[src/inc/scd_map.vh]
// constants of the satellite carrier deframer: positions, counts, codes
// ****************************************************************
// Overview of operation
// - sync search tests one bit position for 16 frames, then slips one bit
// - after sync is found, extraction starts at the next superframe start
// - lock indicator rises with the first extracted bit on the main stream
// - error-free input locks within 16 times frame length squared composite periods
// - non-overhead composite bits are written to the rate FIFO, overhead never
// - FIFO is read one bit per intermediate clock onto the main stream
// - voice, data and alarm clocks are divided down from the composite clock
// - service bits are buffered and leave on the next falling edge of their clock
// - frame, subframe and bit counters route bits to FIFO, buffers or discard
// - active-low core reset initialises all but FIFO storage; release seen by intermediate clock
// - rate select 00,01,10,11 picks 2.048/8.448/16.896/34.368; 16.896 uses 176
// - composite input is sampled on each composite clock rising edge
// - lock indicator is timed by intermediate clock, only after multiframe lock
// - main stream changes only on intermediate edges, payload without overhead
// - backward alarm clock is 1 kHz with 50 percent duty
// - alarm outputs carry A1..A4, update on alarm clock falling edge
// - service data clock 8 kHz, 50 percent; data output updates on falling edge
// - one 32 kHz voice clock serves P1 and P2 outputs, update on falling edge
// ****************************************************************
`ifndef SCD_MAP_VH
`define SCD_MAP_VH

// rate select codes
`define SCD_RATE_2M 2'b00
`define SCD_RATE_8M 2'b01
`define SCD_RATE_16M 2'b10
`define SCD_RATE_34M 2'b11

// data bits per subframe for each rate
`define SCD_DBITS_2M 11'd64
`define SCD_DBITS_8M 11'd128
`define SCD_DBITS_16M 11'd176
`define SCD_DBITS_34M 11'd352

// frame layout: subframe 0 opens with the overhead bits
`define SCD_LAST_SUB 2'd3
`define SCD_OH_BITS 11'd8
`define SCD_SYNC_POS 11'd0
`define SCD_ALARM_POS 11'd1
`define SCD_DATA_POS 11'd2
`define SCD_P1_POS 11'd3
`define SCD_P2_POS 11'd4

// multiframe sync search
`define SCD_SYNC_PATTERN 16'h1f35
`define SCD_SEARCH_LAST 4'hf
`define SCD_LAST_FRAME 4'hf

// rate fifo
`define SCD_FIFO_WIDTH 1
`define SCD_FIFO_DEPTH 8
`define SCD_FIFO_AW 3

// half periods of derived clocks, in composite periods (8.554 / 34.464 MHz)
`define SCD_VOICE_HALF_LO 16'd134
`define SCD_VOICE_HALF_HI 16'd539
`define SCD_DATA_HALF_LO 16'd535
`define SCD_DATA_HALF_HI 16'd2154
`define SCD_ALARM_HALF_LO 16'd4277
`define SCD_ALARM_HALF_HI 16'd17232

`endif

[src/verilog/scd_fifo.v]
// small synchronous fifo with valid and ready on both sides
`include "scd_map.vh"
`default_nettype none

module scd_fifo #(
  parameter WIDTH = `SCD_FIFO_WIDTH,
  parameter DEPTH = `SCD_FIFO_DEPTH,
  parameter AW = `SCD_FIFO_AW
) (
  // clock and reset
  input wire clk,
  input wire rst_n,
  input wire flush,
  // fill side
  input wire in_valid,
  output wire in_ready,
  input wire [WIDTH-1:0] in_data,
  // drain side
  output wire out_valid,
  input wire out_ready,
  output wire [WIDTH-1:0] out_data
);

  reg [WIDTH-1:0] mem [0:DEPTH-1];
  reg [AW-1:0] wr_ptr_r;
  reg [AW-1:0] rd_ptr_r;
  reg [AW:0] count_r;
  wire do_wr;
  wire do_rd;

  // full and empty straight from the occupancy count
  assign in_ready = (count_r != DEPTH[AW:0]);
  assign out_valid = (count_r != {(AW+1){1'b0}});
  assign out_data = mem[rd_ptr_r];
  assign do_wr = in_valid & in_ready;
  assign do_rd = out_valid & out_ready;

  // storage has no reset; only pointers define contents
  always @(posedge clk)
  begin
    if (do_wr)
      mem[wr_ptr_r] <= in_data;
  end

  // pointers and count; flush empties in one cycle
  always @(posedge clk or negedge rst_n)
  begin
    if (!rst_n)
    begin
      wr_ptr_r <= {AW{1'b0}};
      rd_ptr_r <= {AW{1'b0}};
      count_r <= {(AW+1){1'b0}};
    end
    else if (flush)
    begin
      wr_ptr_r <= {AW{1'b0}};
      rd_ptr_r <= {AW{1'b0}};
      count_r <= {(AW+1){1'b0}};
    end
    else
    begin
      if (do_wr)
        wr_ptr_r <= wr_ptr_r + 1'b1;
      if (do_rd)
        rd_ptr_r <= rd_ptr_r + 1'b1;
      if (do_wr && !do_rd)
        count_r <= count_r + 1'b1;
      else if (do_rd && !do_wr)
        count_r <= count_r - 1'b1;
    end
  end

endmodule
`default_nettype wire

[src/verilog/scd_clkdiv.v]
// divider making a slow square clock from composite clock ticks
`default_nettype none

module scd_clkdiv (
  // clock and reset
  input wire clk,
  input wire rst_n,
  // composite tick and half period in ticks
  input wire tick,
  input wire [15:0] half_cnt,
  // divided clock and its falling-edge pulse
  output reg clk_out,
  output reg fall
);

  reg [15:0] cnt_r;

  // toggle every half period; equal halves give 50 percent duty
  always @(posedge clk or negedge rst_n)
  begin
    if (!rst_n)
    begin
      cnt_r <= 16'h0000;
      clk_out <= 1'b0;
      fall <= 1'b0;
    end
    else
    begin
      fall <= 1'b0;
      if (tick)
      begin
        if (cnt_r >= half_cnt - 16'h0001)
        begin
          cnt_r <= 16'h0000;
          clk_out <= ~clk_out;
          fall <= clk_out;
        end
        else
          cnt_r <= cnt_r + 16'h0001;
      end
    end
  end

endmodule
`default_nettype wire

[src/verilog/scd_top.v]
// satellite carrier deframer: sync search, overhead strip, service channels
`include "scd_map.vh"
`default_nettype none

module scd_top #(
  parameter [15:0] VOICE_HALF_LO = `SCD_VOICE_HALF_LO,
  parameter [15:0] VOICE_HALF_HI = `SCD_VOICE_HALF_HI,
  parameter [15:0] DATA_HALF_LO = `SCD_DATA_HALF_LO,
  parameter [15:0] DATA_HALF_HI = `SCD_DATA_HALF_HI,
  parameter [15:0] ALARM_HALF_LO = `SCD_ALARM_HALF_LO,
  parameter [15:0] ALARM_HALF_HI = `SCD_ALARM_HALF_HI
) (
  // system
  input wire clk,
  input wire reset_n,
  // configuration
  input wire [1:0] rate_select,
  // composite side
  input wire composite_rate_clock,
  input wire composite_serial_in,
  // main stream side
  input wire intermediate_rate_clock,
  output reg lock_indicator,
  output reg main_stream_out,
  // backward alarms
  output wire backward_alarm_clock,
  output reg [3:0] backward_alarm_out,
  // service channels
  output wire service_data_clock,
  output reg service_data_out,
  output wire service_voice_clock,
  output reg service_voice_ch1_out,
  output reg service_voice_ch2_out
);

  localparam ST_SEARCH = 2'd0;
  localparam ST_WAIT = 2'd1;
  localparam ST_RUN = 2'd2;

  reg rst_meta_r;
  reg rst_sync_r;
  reg core_run_r;
  reg cr_d_r;
  reg ir_d_r;
  reg [1:0] state_r;
  reg [10:0] bit_r;
  reg [1:0] sub_r;
  reg [3:0] frame_r;
  reg [15:0] hunt_r;
  reg [3:0] hunt_cnt_r;
  reg slip_r;
  reg [3:0] alarm_buf_r;
  reg data_buf_r;
  reg p1_buf_r;
  reg p2_buf_r;
  reg [10:0] dbits;
  reg [3:0] rot_sel;
  reg rot_hit;
  integer i;
  wire cr_tick;
  wire ir_tick;
  wire [10:0] last_bit;
  wire frame_end;
  wire is_oh;
  wire [15:0] cand;
  wire [31:0] pat2;
  wire [15:0] rot_match;
  wire fifo_in_valid;
  wire fifo_in_ready;
  wire fifo_out_valid;
  wire fifo_out_ready;
  wire [0:0] fifo_out_data;
  wire hi_rate;
  wire alarm_fall;
  wire data_fall;
  wire voice_fall;

  // ****************************************************************
  // reset release and clock edges
  // ****************************************************************

  // two-flop release of the asynchronous reset
  always @(posedge clk or negedge reset_n)
  begin
    if (!reset_n)
    begin
      rst_meta_r <= 1'b0;
      rst_sync_r <= 1'b0;
    end
    else
    begin
      rst_meta_r <= 1'b1;
      rst_sync_r <= rst_meta_r;
    end
  end

  // edge detect of the incoming rate clocks; core waits for an ir edge
  always @(posedge clk or negedge rst_sync_r)
  begin
    if (!rst_sync_r)
    begin
      cr_d_r <= 1'b0;
      ir_d_r <= 1'b0;
      core_run_r <= 1'b0;
    end
    else
    begin
      cr_d_r <= composite_rate_clock;
      ir_d_r <= intermediate_rate_clock;
      if (ir_tick)
        core_run_r <= 1'b1;
    end
  end

  assign cr_tick = composite_rate_clock & ~cr_d_r & core_run_r;
  assign ir_tick = intermediate_rate_clock & ~ir_d_r;

  // ****************************************************************
  // frame geometry
  // ****************************************************************

  // data bits per subframe from the rate select
  always @*
  begin
    case (rate_select)
      `SCD_RATE_2M: dbits = `SCD_DBITS_2M;
      `SCD_RATE_8M: dbits = `SCD_DBITS_8M;
      `SCD_RATE_16M: dbits = `SCD_DBITS_16M;
      `SCD_RATE_34M: dbits = `SCD_DBITS_34M;
      default: dbits = `SCD_DBITS_2M;
    endcase
  end

  // subframe 0 is longer by the overhead bits
  assign last_bit = (sub_r == 2'd0) ? (dbits + `SCD_OH_BITS - 11'd1) : (dbits - 11'd1);
  assign frame_end = (bit_r == last_bit) && (sub_r == `SCD_LAST_SUB);
  assign is_oh = (sub_r == 2'd0) && (bit_r < `SCD_OH_BITS);

  // ****************************************************************
  // multiframe sync hunt
  // ****************************************************************

  // any rotation counts, so 16 samples always suffice at a right position
  assign cand = {hunt_r[14:0], composite_serial_in};
  assign pat2 = {`SCD_SYNC_PATTERN, `SCD_SYNC_PATTERN};

  genvar k;
  generate
    for (k = 0; k < 16; k = k + 1)
    begin : g_rot
      assign rot_match[k] = (cand == pat2[31-k -: 16]);
    end
  endgenerate

  // lowest matching rotation gives the multiframe phase
  always @*
  begin
    rot_hit = 1'b0;
    rot_sel = 4'h0;
    for (i = 15; i >= 0; i = i - 1)
    begin
      if (rot_match[i])
      begin
        rot_hit = 1'b1;
        rot_sel = i[3:0];
      end
    end
  end

  // counters and search state machine, one step per composite edge
  always @(posedge clk or negedge rst_sync_r)
  begin
    if (!rst_sync_r)
    begin
      state_r <= ST_SEARCH;
      bit_r <= 11'h000;
      sub_r <= 2'd0;
      frame_r <= 4'h0;
      hunt_r <= 16'h0000;
      hunt_cnt_r <= 4'h0;
      slip_r <= 1'b0;
    end
    else if (cr_tick)
    begin
      // counter advance; a slip holds the count one bit
      if (slip_r)
        slip_r <= 1'b0;
      else if (bit_r == last_bit)
      begin
        bit_r <= 11'h000;
        sub_r <= (sub_r == `SCD_LAST_SUB) ? 2'd0 : sub_r + 2'd1;
        if (frame_end)
          frame_r <= frame_r + 4'h1;
      end
      else
        bit_r <= bit_r + 11'h001;
      case (state_r)
        ST_SEARCH:
        begin
          if (!slip_r && is_oh && bit_r == `SCD_SYNC_POS)
          begin
            hunt_r <= cand;
            if (rot_hit && hunt_cnt_r == `SCD_SEARCH_LAST)
            begin
              state_r <= ST_WAIT;
              frame_r <= rot_sel - 4'h1;
              hunt_cnt_r <= 4'h0;
            end
            else if (hunt_cnt_r == `SCD_SEARCH_LAST)
            begin
              slip_r <= 1'b1;
              hunt_cnt_r <= 4'h0;
            end
            else
              hunt_cnt_r <= hunt_cnt_r + 4'h1;
          end
        end
        ST_WAIT:
        begin
          if (frame_end && frame_r == `SCD_LAST_FRAME)
            state_r <= ST_RUN;
        end
        ST_RUN:
        begin
          // overflow means lost alignment; search again
          if (fifo_in_valid && !fifo_in_ready)
          begin
            state_r <= ST_SEARCH;
            hunt_r <= 16'h0000;
          end
        end
        default:
          state_r <= ST_SEARCH;
      endcase
    end
  end

  // ****************************************************************
  // main stream path
  // ****************************************************************

  assign fifo_in_valid = cr_tick && (state_r == ST_RUN) && !is_oh;
  assign fifo_out_ready = ir_tick && (state_r == ST_RUN);

  scd_fifo #(
    .WIDTH(`SCD_FIFO_WIDTH),
    .DEPTH(`SCD_FIFO_DEPTH),
    .AW(`SCD_FIFO_AW)
  ) u_fifo (
    .clk(clk),
    .rst_n(rst_sync_r),
    .flush(state_r != ST_RUN),
    .in_valid(fifo_in_valid),
    .in_ready(fifo_in_ready),
    .in_data(composite_serial_in),
    .out_valid(fifo_out_valid),
    .out_ready(fifo_out_ready),
    .out_data(fifo_out_data)
  );

  // output bit and lock set together on an intermediate edge; lock clears as soon as the run state is left
  always @(posedge clk or negedge rst_sync_r)
  begin
    if (!rst_sync_r)
    begin
      main_stream_out <= 1'b0;
      lock_indicator <= 1'b0;
    end
    else if (state_r != ST_RUN)
      lock_indicator <= 1'b0;
    else if (fifo_out_valid && fifo_out_ready)
    begin
      main_stream_out <= fifo_out_data[0];
      lock_indicator <= 1'b1;
    end
  end

  // ****************************************************************
  // service channels
  // ****************************************************************

  // overhead bits land in holding buffers, one bit each but four for the alarms
  always @(posedge clk or negedge rst_sync_r)
  begin
    if (!rst_sync_r)
    begin
      alarm_buf_r <= 4'h0;
      data_buf_r <= 1'b0;
      p1_buf_r <= 1'b0;
      p2_buf_r <= 1'b0;
    end
    else if (cr_tick && state_r == ST_RUN && is_oh)
    begin
      if (bit_r == `SCD_ALARM_POS)
        alarm_buf_r[frame_r[1:0]] <= composite_serial_in;
      if (bit_r == `SCD_DATA_POS)
        data_buf_r <= composite_serial_in;
      if (bit_r == `SCD_P1_POS)
        p1_buf_r <= composite_serial_in;
      if (bit_r == `SCD_P2_POS)
        p2_buf_r <= composite_serial_in;
    end
  end

  assign hi_rate = (rate_select == `SCD_RATE_34M);

  scd_clkdiv u_alarm_div (
    .clk(clk),
    .rst_n(rst_sync_r),
    .tick(cr_tick),
    .half_cnt(hi_rate ? ALARM_HALF_HI : ALARM_HALF_LO),
    .clk_out(backward_alarm_clock),
    .fall(alarm_fall)
  );

  scd_clkdiv u_data_div (
    .clk(clk),
    .rst_n(rst_sync_r),
    .tick(cr_tick),
    .half_cnt(hi_rate ? DATA_HALF_HI : DATA_HALF_LO),
    .clk_out(service_data_clock),
    .fall(data_fall)
  );

  scd_clkdiv u_voice_div (
    .clk(clk),
    .rst_n(rst_sync_r),
    .tick(cr_tick),
    .half_cnt(hi_rate ? VOICE_HALF_HI : VOICE_HALF_LO),
    .clk_out(service_voice_clock),
    .fall(voice_fall)
  );

  // outputs change at falling edges, so they are steady at rising edges
  always @(posedge clk or negedge rst_sync_r)
  begin
    if (!rst_sync_r)
    begin
      backward_alarm_out <= 4'h0;
      service_data_out <= 1'b0;
      service_voice_ch1_out <= 1'b0;
      service_voice_ch2_out <= 1'b0;
    end
    else
    begin
      if (alarm_fall)
        backward_alarm_out <= alarm_buf_r;
      if (data_fall)
        service_data_out <= data_buf_r;
      if (voice_fall)
      begin
        service_voice_ch1_out <= p1_buf_r;
        service_voice_ch2_out <= p2_buf_r;
      end
    end
  end

endmodule
`default_nettype wire

[config.mk]
export PLATFORM = sky130hd
export DESIGN_NAME = scd_top
export DESIGN_NICKNAME = d
export VERILOG_FILES = /design/src/verilog/scd_fifo.v /design/src/verilog/scd_clkdiv.v /design/src/verilog/scd_top.v
export VERILOG_INCLUDE_DIRS = /design/src /design/src/inc
export SDC_FILE = /design/constraint.sdc
export NUM_CORES = 1
export LEC_CHECK = 0
export BUFFER_PORTS_ARGS = -buffer_cell sky130_fd_sc_hd__buf_4
export CORE_ASPECT_RATIO = 0.6
export CORE_UTILIZATION = 50
export CTS_CLUSTER_SIZE = 30
export DETAILED_ROUTE_END_ITERATION = 6
export PLACE_DENSITY_LB_ADDON = 0.25
export SLEW_MARGIN = 20
export SYNTH_ARGS = -nofsm -noshare
export SYNTH_HDL_FRONTEND = slang
export SYNTH_SLANG_ARGS = --single-unit
[constraint.sdc]
create_clock -name clk -period 3.87 [get_ports clk]
set_input_delay 0.387 -clock clk [delete_from_list [all_inputs] [get_ports clk]]
set_output_delay 0.387 -clock clk [all_outputs]
set_load 0.1 [all_outputs]
==> flow_summary.ini, run 1 <==
[finish]
nets = 920
final_common_cell = dfrtp_1
area_delta_synth_final_pct = 11.8
num_antenna_cells = 0
final_cell_mix = dfrtp_1 (123), nand2_1 (106), nor2_1 (67), ha_1 (53), o21ai_0 (47)
drive_gt1_share_pct = 10.9
fill_cells = 1302
final_cell_count_no_fill = 1075
final_area_um2 = 8830

[place]
dp_hpwl_um = 13400
io_buffers = 18
dpl_cell_area_um2 = 8250
placedCellCount = 1042
gp_congestion = 0.904

[synth]
yosys_warnings = 0
synth_cell_types = 69
synth-compound-area-share_pct = 11.3
yosys.area_share.simple_pct = 25.6
syn-cell-area_um2 = 7900
yosysSeqAreaShare_pct = 42.3
synth_fa_ha_area_share_pct = 8.65
synth_xor_area_share_pct = 5.99
synth_top_flop_cell = dfrtp_1
syn-num-nets = 904
synth_edf_count = 8
synth_seq_cells = 132
synth_top_family_by_area = simple AND/OR/NAND/NOR gates
synth_cells = 843
async_reset_ff_share_pct = 93.9
synth_mux_area_share_pct = 3.09
syn_avg_cell_area_um2 = 9.37

[die]
io_pins = 19
dieArea_um2 = 16300
rows = 35
die_w_um = 164
die_y_um = 99.3
start_util_pct = 51.4
core_um2 = 15400

[routing]
wl_per_cell_um = 17.6
drcViolationCount = 0
drtAntennaViolNets = 0
first_iter_violations = 581
drt_wl_total_um = 18900
firstDrtPassIters = 5
drt-vias-per-instance = 6.00
num_vias = 6450

[sta]
finalHoldViolCount = 0
skew_ns = 0.0105
max_slew_margin_pct = 37.0
worstMarginPinSlew_ns = 0.938
setup_viol = 0
timing.final.crit_period_ns = 3.37
rsz0062_at_grt = false
tns_ns = 0
slew_violations = 0
clock.fmax_ghz = 0.296
finalCritPeriodShare_pct = 87.2

[power_and_ir_drop]
total_power_mw = 3.90
power_density_nw_per_um2 = 442
p_leak_nw = 3.88
peakVddDrop_v = 0.000347

[worst_setup_path]
worst_ep_arrival_time_ns = 3.71
required_ns = 4.21
cpPeakStageDelay_ns = 0.43
cp_num_buf_inv = 3
crit_chain = inv_1 -> ha_1 -> nor3b_1 -> nand4_1 -> nand3_1 -> inv_1 -> ha_1 -> inv_1 -> ha_1 -> a21o_1 -> a21oi_1 -> xnor2_1 -> or3_1 -> a21oi_1
worst-setup-path-type = reg2reg
startpoint_type = flop
cp_top_family = simple AND/OR/NAND/NOR gates
cp_max_fo = 13
ff2ff_setup_slack_ns = 0.50
slowest_stage = ha_1
endpoint_kind = flop

[clock_tree]
cts_htree_levels = 4
cts_inserted_buffers = 17
clock_latency_ns = 0.42
cts-root-buf = clkbuf_16
cts_tree = built
clock_sinks = 132
clockBufferDepth = 2
cts_setup_buffers = 0
clk_pin_slew_worst_paths_ns = 0.06

[global_routing]
grt.overflow.total = 0
grt_max_degree = 71
grt_pass1_vias = 6085
grt_pass1_wl_um = 31300
grt_usage_pct = 24.7
antenna_found_initial = 0

[status]
outcome = finished, final reports clean

[worst_hold_path]
hold_path.class = in2reg

[job]
cap_violations = 0
worst register-to-register path: cells and delay by family (launching register included):
family / cells / cell delay [ns]
AO/OA/AOI/OAI: 3 / 0.49
XOR/XNOR: 1 / 0.11
adder cells (fa/ha/maj): 3 / 0.93
buffers and inverters: 3 / 0.33
flip-flops: 1 / 0.39
AND/OR/NAND/NOR: 4 / 1.06
metal layers:
metal | share of wire [%] | wire, um | global-route usage, % | vias to the layer above
met5 | 0 | 0 | 0 | -
met4 | 1.4 | 264 | 6.84 | 0
met3 | 7.4 | 1400 | 5.42 | 27
met2 | 40 | 7650 | 34.0 | 235
li1 | - | - | - | 3047
met1 | 51 | 9580 | 38.3 | 3141
path summary, 6_finish.rpt:
check | cells after the start | endpoint | from
worst min register to register | 0 | rst_sync_r$_DFF_PN0_ | rst_meta_r$_DFF_PN0_
worst max-delay path | 14 | u_fifo.count_r[3]$_DFFE_PN0P_ | sub_r[0]$_DFFE_PN0P_
max in group asynchronous | 1 | u_alarm_div.fall$_DFF_PN0_ | rst_sync_r$_DFF_PN0_
min in group asynchronous | 2 | rst_sync_r$_DFF_PN0_ | reset_n
worst max register to register | 14 | u_fifo.count_r[3]$_DFFE_PN0P_ | sub_r[0]$_DFFE_PN0P_
worst min-delay path | 1 | ir_d_r$_DFF_PN0_ | intermediate_rate_clock
synth_stat cells (all sizes together) (6+ instances only):
library cell	n	area share, %
dfrtp	124	39
nand2	106	5.0
nor2	68	3.2
ha	53	8.4
o21ai	49	3.2
xor2	38	4.2
nand3	32	2.0
a21oi	28	1.8
inv	27	1.3
clkbuf	25	1.2
nor4	23	1.9
nor3	20	1.3
and3	18	1.4
xnor2	16	1.8
mux2	15	2.1
nand2b	15	1.2
nand4	15	1.3
nor2b	15	1.2
and2	13	1.0
o22ai	12	0.95
a21o	11	1.0
nand4b	11	1.4
or4	10	1.0
or3	9	0.71
buf	8	0.57
edfxtp	8	3.0
a211oi	6	0.63
nor4b	6	0.67
logic make-up (layout without fill, tap and decap cells):
| family | after synthesis | in the layout |
|---|---|---|
| AND/OR/NAND/NOR | 382 | 382 |
| flip-flops | 132 | 132 |
| AO/OA/AOI/OAI | 140 | 140 |
| buffers and inverters | 60 | 89 |
| multiplexers | 20 | 20 |
| other | 1 | 1 |
| adder cells (fa/ha/maj) | 54 | 54 |
| XOR/XNOR | 54 | 54 |
sequential cells by signal, summed over array words and instances, names as in the netlist, 8 cells and up:
signal,flops
u_voice_div.cnt_r,16
u_fifo.mem,8
u_alarm_div.cnt_r,16
u_data_div.cnt_r,16
bit_r,11
hunt_r,15
area by class of cell:
cell class | instances | area [um^2] | area share [%]
tap | 203 | 254 | 2.88
clock buffer | 20 | 468 | 5.30
clock inverter | 12 | 96.3 | 1.09
inverter | 27 | 101 | 1.15
timing repair buffer | 30 | 240 | 2.72
multi-input combinational | 651 | 4320 | 48.9
sequential | 132 | 3350 | 37.9
per-stage QoR:
stage	utilization, %	worst slack (ns)	hold WS (ns)
after global routing	57.4	0.226	0.0719
after global placement	53.7	0.479	0.171
after CTS	57.4	0.510	0.0755
after detailed placement	53.7	0.395	0.170
after floorplan	-	0.160	0.0914
final	57.4	0.497	0.0858
what timing repair did:
item | in CTS | in global routing
hold buffers | 1 | 0
gates resized for setup | 0 | 0
setup endpoints to repair | 0 | 0
endpoints found under the hold margin | 2 | 0
power by group:
| group | internal [mW] | total [mW] | switching (mW) |
|---|---|---|---|
| Combinational | 0.282 | 0.694 | 0.412 |
| Clock | 0.884 | 1.54 | 0.652 |
| Sequential | 1.50 | 1.67 | 0.171 |
| Total | 2.67 | 3.90 | 1.23 |
No activity file was read; power rests on OpenSTA's default activity.
==> inputs of run 2 (changes only) <==
- CELL_PAD_IN_SITES_DETAIL_PLACEMENT: not set -> 1
- CELL_PAD_IN_SITES_GLOBAL_PLACEMENT: not set -> 1
- CORE_MARGIN: not set -> 1
- CORE_UTILIZATION: 50 -> 45
- SETUP_SLACK_MARGIN: not set -> 0.15
==> flow_summary.ini, run 2 (synthesis gave the netlist of run 1 again) <==
[finish]
top_regs = u_alarm_div.cnt_r: 16 flops, u_data_div.cnt_r: 16 flops, u_voice_div.cnt_r: 16 flops
nets = 919
final_common_cell = dfrtp_1
drive_gt1_share_pct = 10.9
final_cell_mix = dfrtp_1 (123), nand2_1 (106), nor2_1 (67), ha_1 (53), o21ai_0 (47)
num_antenna_cells = 0
final_cell_count_no_fill = 1105
final_area_um2 = 8890
area_delta_synth_final_pct = 12.6

[worst_setup_path]
startpoint_type = flop
worst-setup-path-type = reg2reg
startpoint = sub_r[0]$_DFFE_PN0P_
required_ns = 4.21
worst_ep_arrival_time_ns = 3.78
r2r_start = sub_r[0]$_DFFE_PN0P_
endpoint_kind = flop
cp_max_fo = 13

[routing]
firstDrtPassIters = 5
wl_per_cell_um = 19.5
drt_wl_total_um = 21500
drt-vias-per-instance = 5.83
drcViolationCount = 0
drtAntennaViolNets = 0
first_iter_violations = 370
num_vias = 6446

[clock_tree]
clockBufferDepth = 2
cts_tree = built
cts_setup_buffers = 0
cts-root-buf = clkbuf_16
cts_htree_levels = 4
clk_pin_slew_worst_paths_ns = 0.06
clock_latency_ns = 0.43
clock_sinks = 132
cts_inserted_buffers = 17
cts-resized-gates = 0
postCtsHoldBufs = 1

[sta]
tns_ns = 0
slew_violations = 0
finalHoldViolCount = 0
clock.fmax_ghz = 0.291
timing.final.crit_period_ns = 3.43
rsz0062_at_grt = false
skew_ns = 0.0108
setup_viol = 0
fin_ws_ns = 0.437
finalCritPeriodShare_pct = 88.7
max_slew_margin_pct = 34.7
worstMarginPinSlew_ns = 0.979

[die]
core_um2 = 17100
die_w_um = 173
start_util_pct = 46.1
dieArea_um2 = 18100
rows = 37
die_y_um = 105
io_pins = 19

[global_routing]
antenna_found_initial = 0
grt_pass1_wl_um = 35700
grt_usage_pct = 25.3
grt_max_degree = 72
grt.overflow.total = 0
grt_pass1_vias = 6671

[worst_hold_path]
hold_path.class = in2reg
hp-start = intermediate_rate_clock

[power_and_ir_drop]
netSwitchingPower_mw = 1.28
pwr-share-clk_pct = 40.9
p_comb_share_pct = 17.6
p_leak_nw = 3.90
p_int_mw = 2.77
total_power_mw = 4.05
power_density_nw_per_um2 = 455
p_seq_share_pct = 41.5
peakVddDrop_v = 0.000345
swShare_pct = 31.5

[job]
cap_violations = 0

[place]
dp_hpwl_um = 15200
dp_worst_setup_slack_ns = 0.485
io_buffers = 18
gp_congestion = 0.882
placedCellCount = 1072
dpl_cell_area_um2 = 8280

[status]
outcome = finished, final reports clean
run 2: path summary, 6_finish.rpt:
path	endpoint	slack (ns)	cells past startpoint
min in group asynchronous	rst_sync_r$_DFF_PN0_	0.27	2
worst max register to register	u_fifo.count_r[3]$_DFFE_PN0P_	0.44	14
worst min-delay path	ir_d_r$_DFF_PN0_	0.08	1
worst max-delay path	u_fifo.count_r[3]$_DFFE_PN0P_	0.44	14
worst min register to register	rst_sync_r$_DFF_PN0_	0.35	0
max in group asynchronous	u_fifo.count_r[3]$_DFFE_PN0P_	2.55	1
run 2: power by group through the flow:
stage | clock network (mW) | logic [mW] | registers, mW
floorplan | 0 | 0.467 | 1.71
global placement | 0 | 0.643 | 1.69
detailed placement | 0 | 0.685 | 1.70
CTS | 1.69 | 0.708 | 1.68
global route | 1.75 | 0.791 | 1.70
finish | 1.66 | 0.713 | 1.68
run 2: through the flow:
stage / hold WS (ns) / utilization (%)
floorplan: 0.0914 / -
global placement: 0.169 / 48.3
detailed placement: 0.171 / 48.3
CTS: 0.0682 / 51.9
global route: 0.0595 / 51.9
finish: 0.0798 / 51.9
run 2: worst max-delay path: stages, from the launching register on:
cell	delay (ns)
dfrtp_1	0.40
inv_1	0.08
ha_1	0.45
nor3b_1	0.24
nand4_1	0.28
nand3_1	0.23
inv_1	0.12
ha_1	0.25
inv_1	0.13
ha_1	0.25
a21o_1	0.15
a21oi_1	0.18
xnor2_1	0.09
or3_1	0.31
a21oi_1	0.18
run 2: routing by layer:
metal / track usage [%] / share of wire [%] / wire, um
met5: 0 / 0 / 0
met2: 37.2 / 44 / 9450
met3: 5.82 / 4.3 / 919
met1: 37.0 / 51 / 10900
met4: 7.27 / 1.1 / 228
run 2: cell type report:
cell class	count	area, um^2
multi-input cells	651	4320
well taps	234	293
clock buffers	18	450
fillers	1940	8240
inverters	27	101
flip-flops and latches	132	3350
repair buffers	29	233
clock inverters	14	150
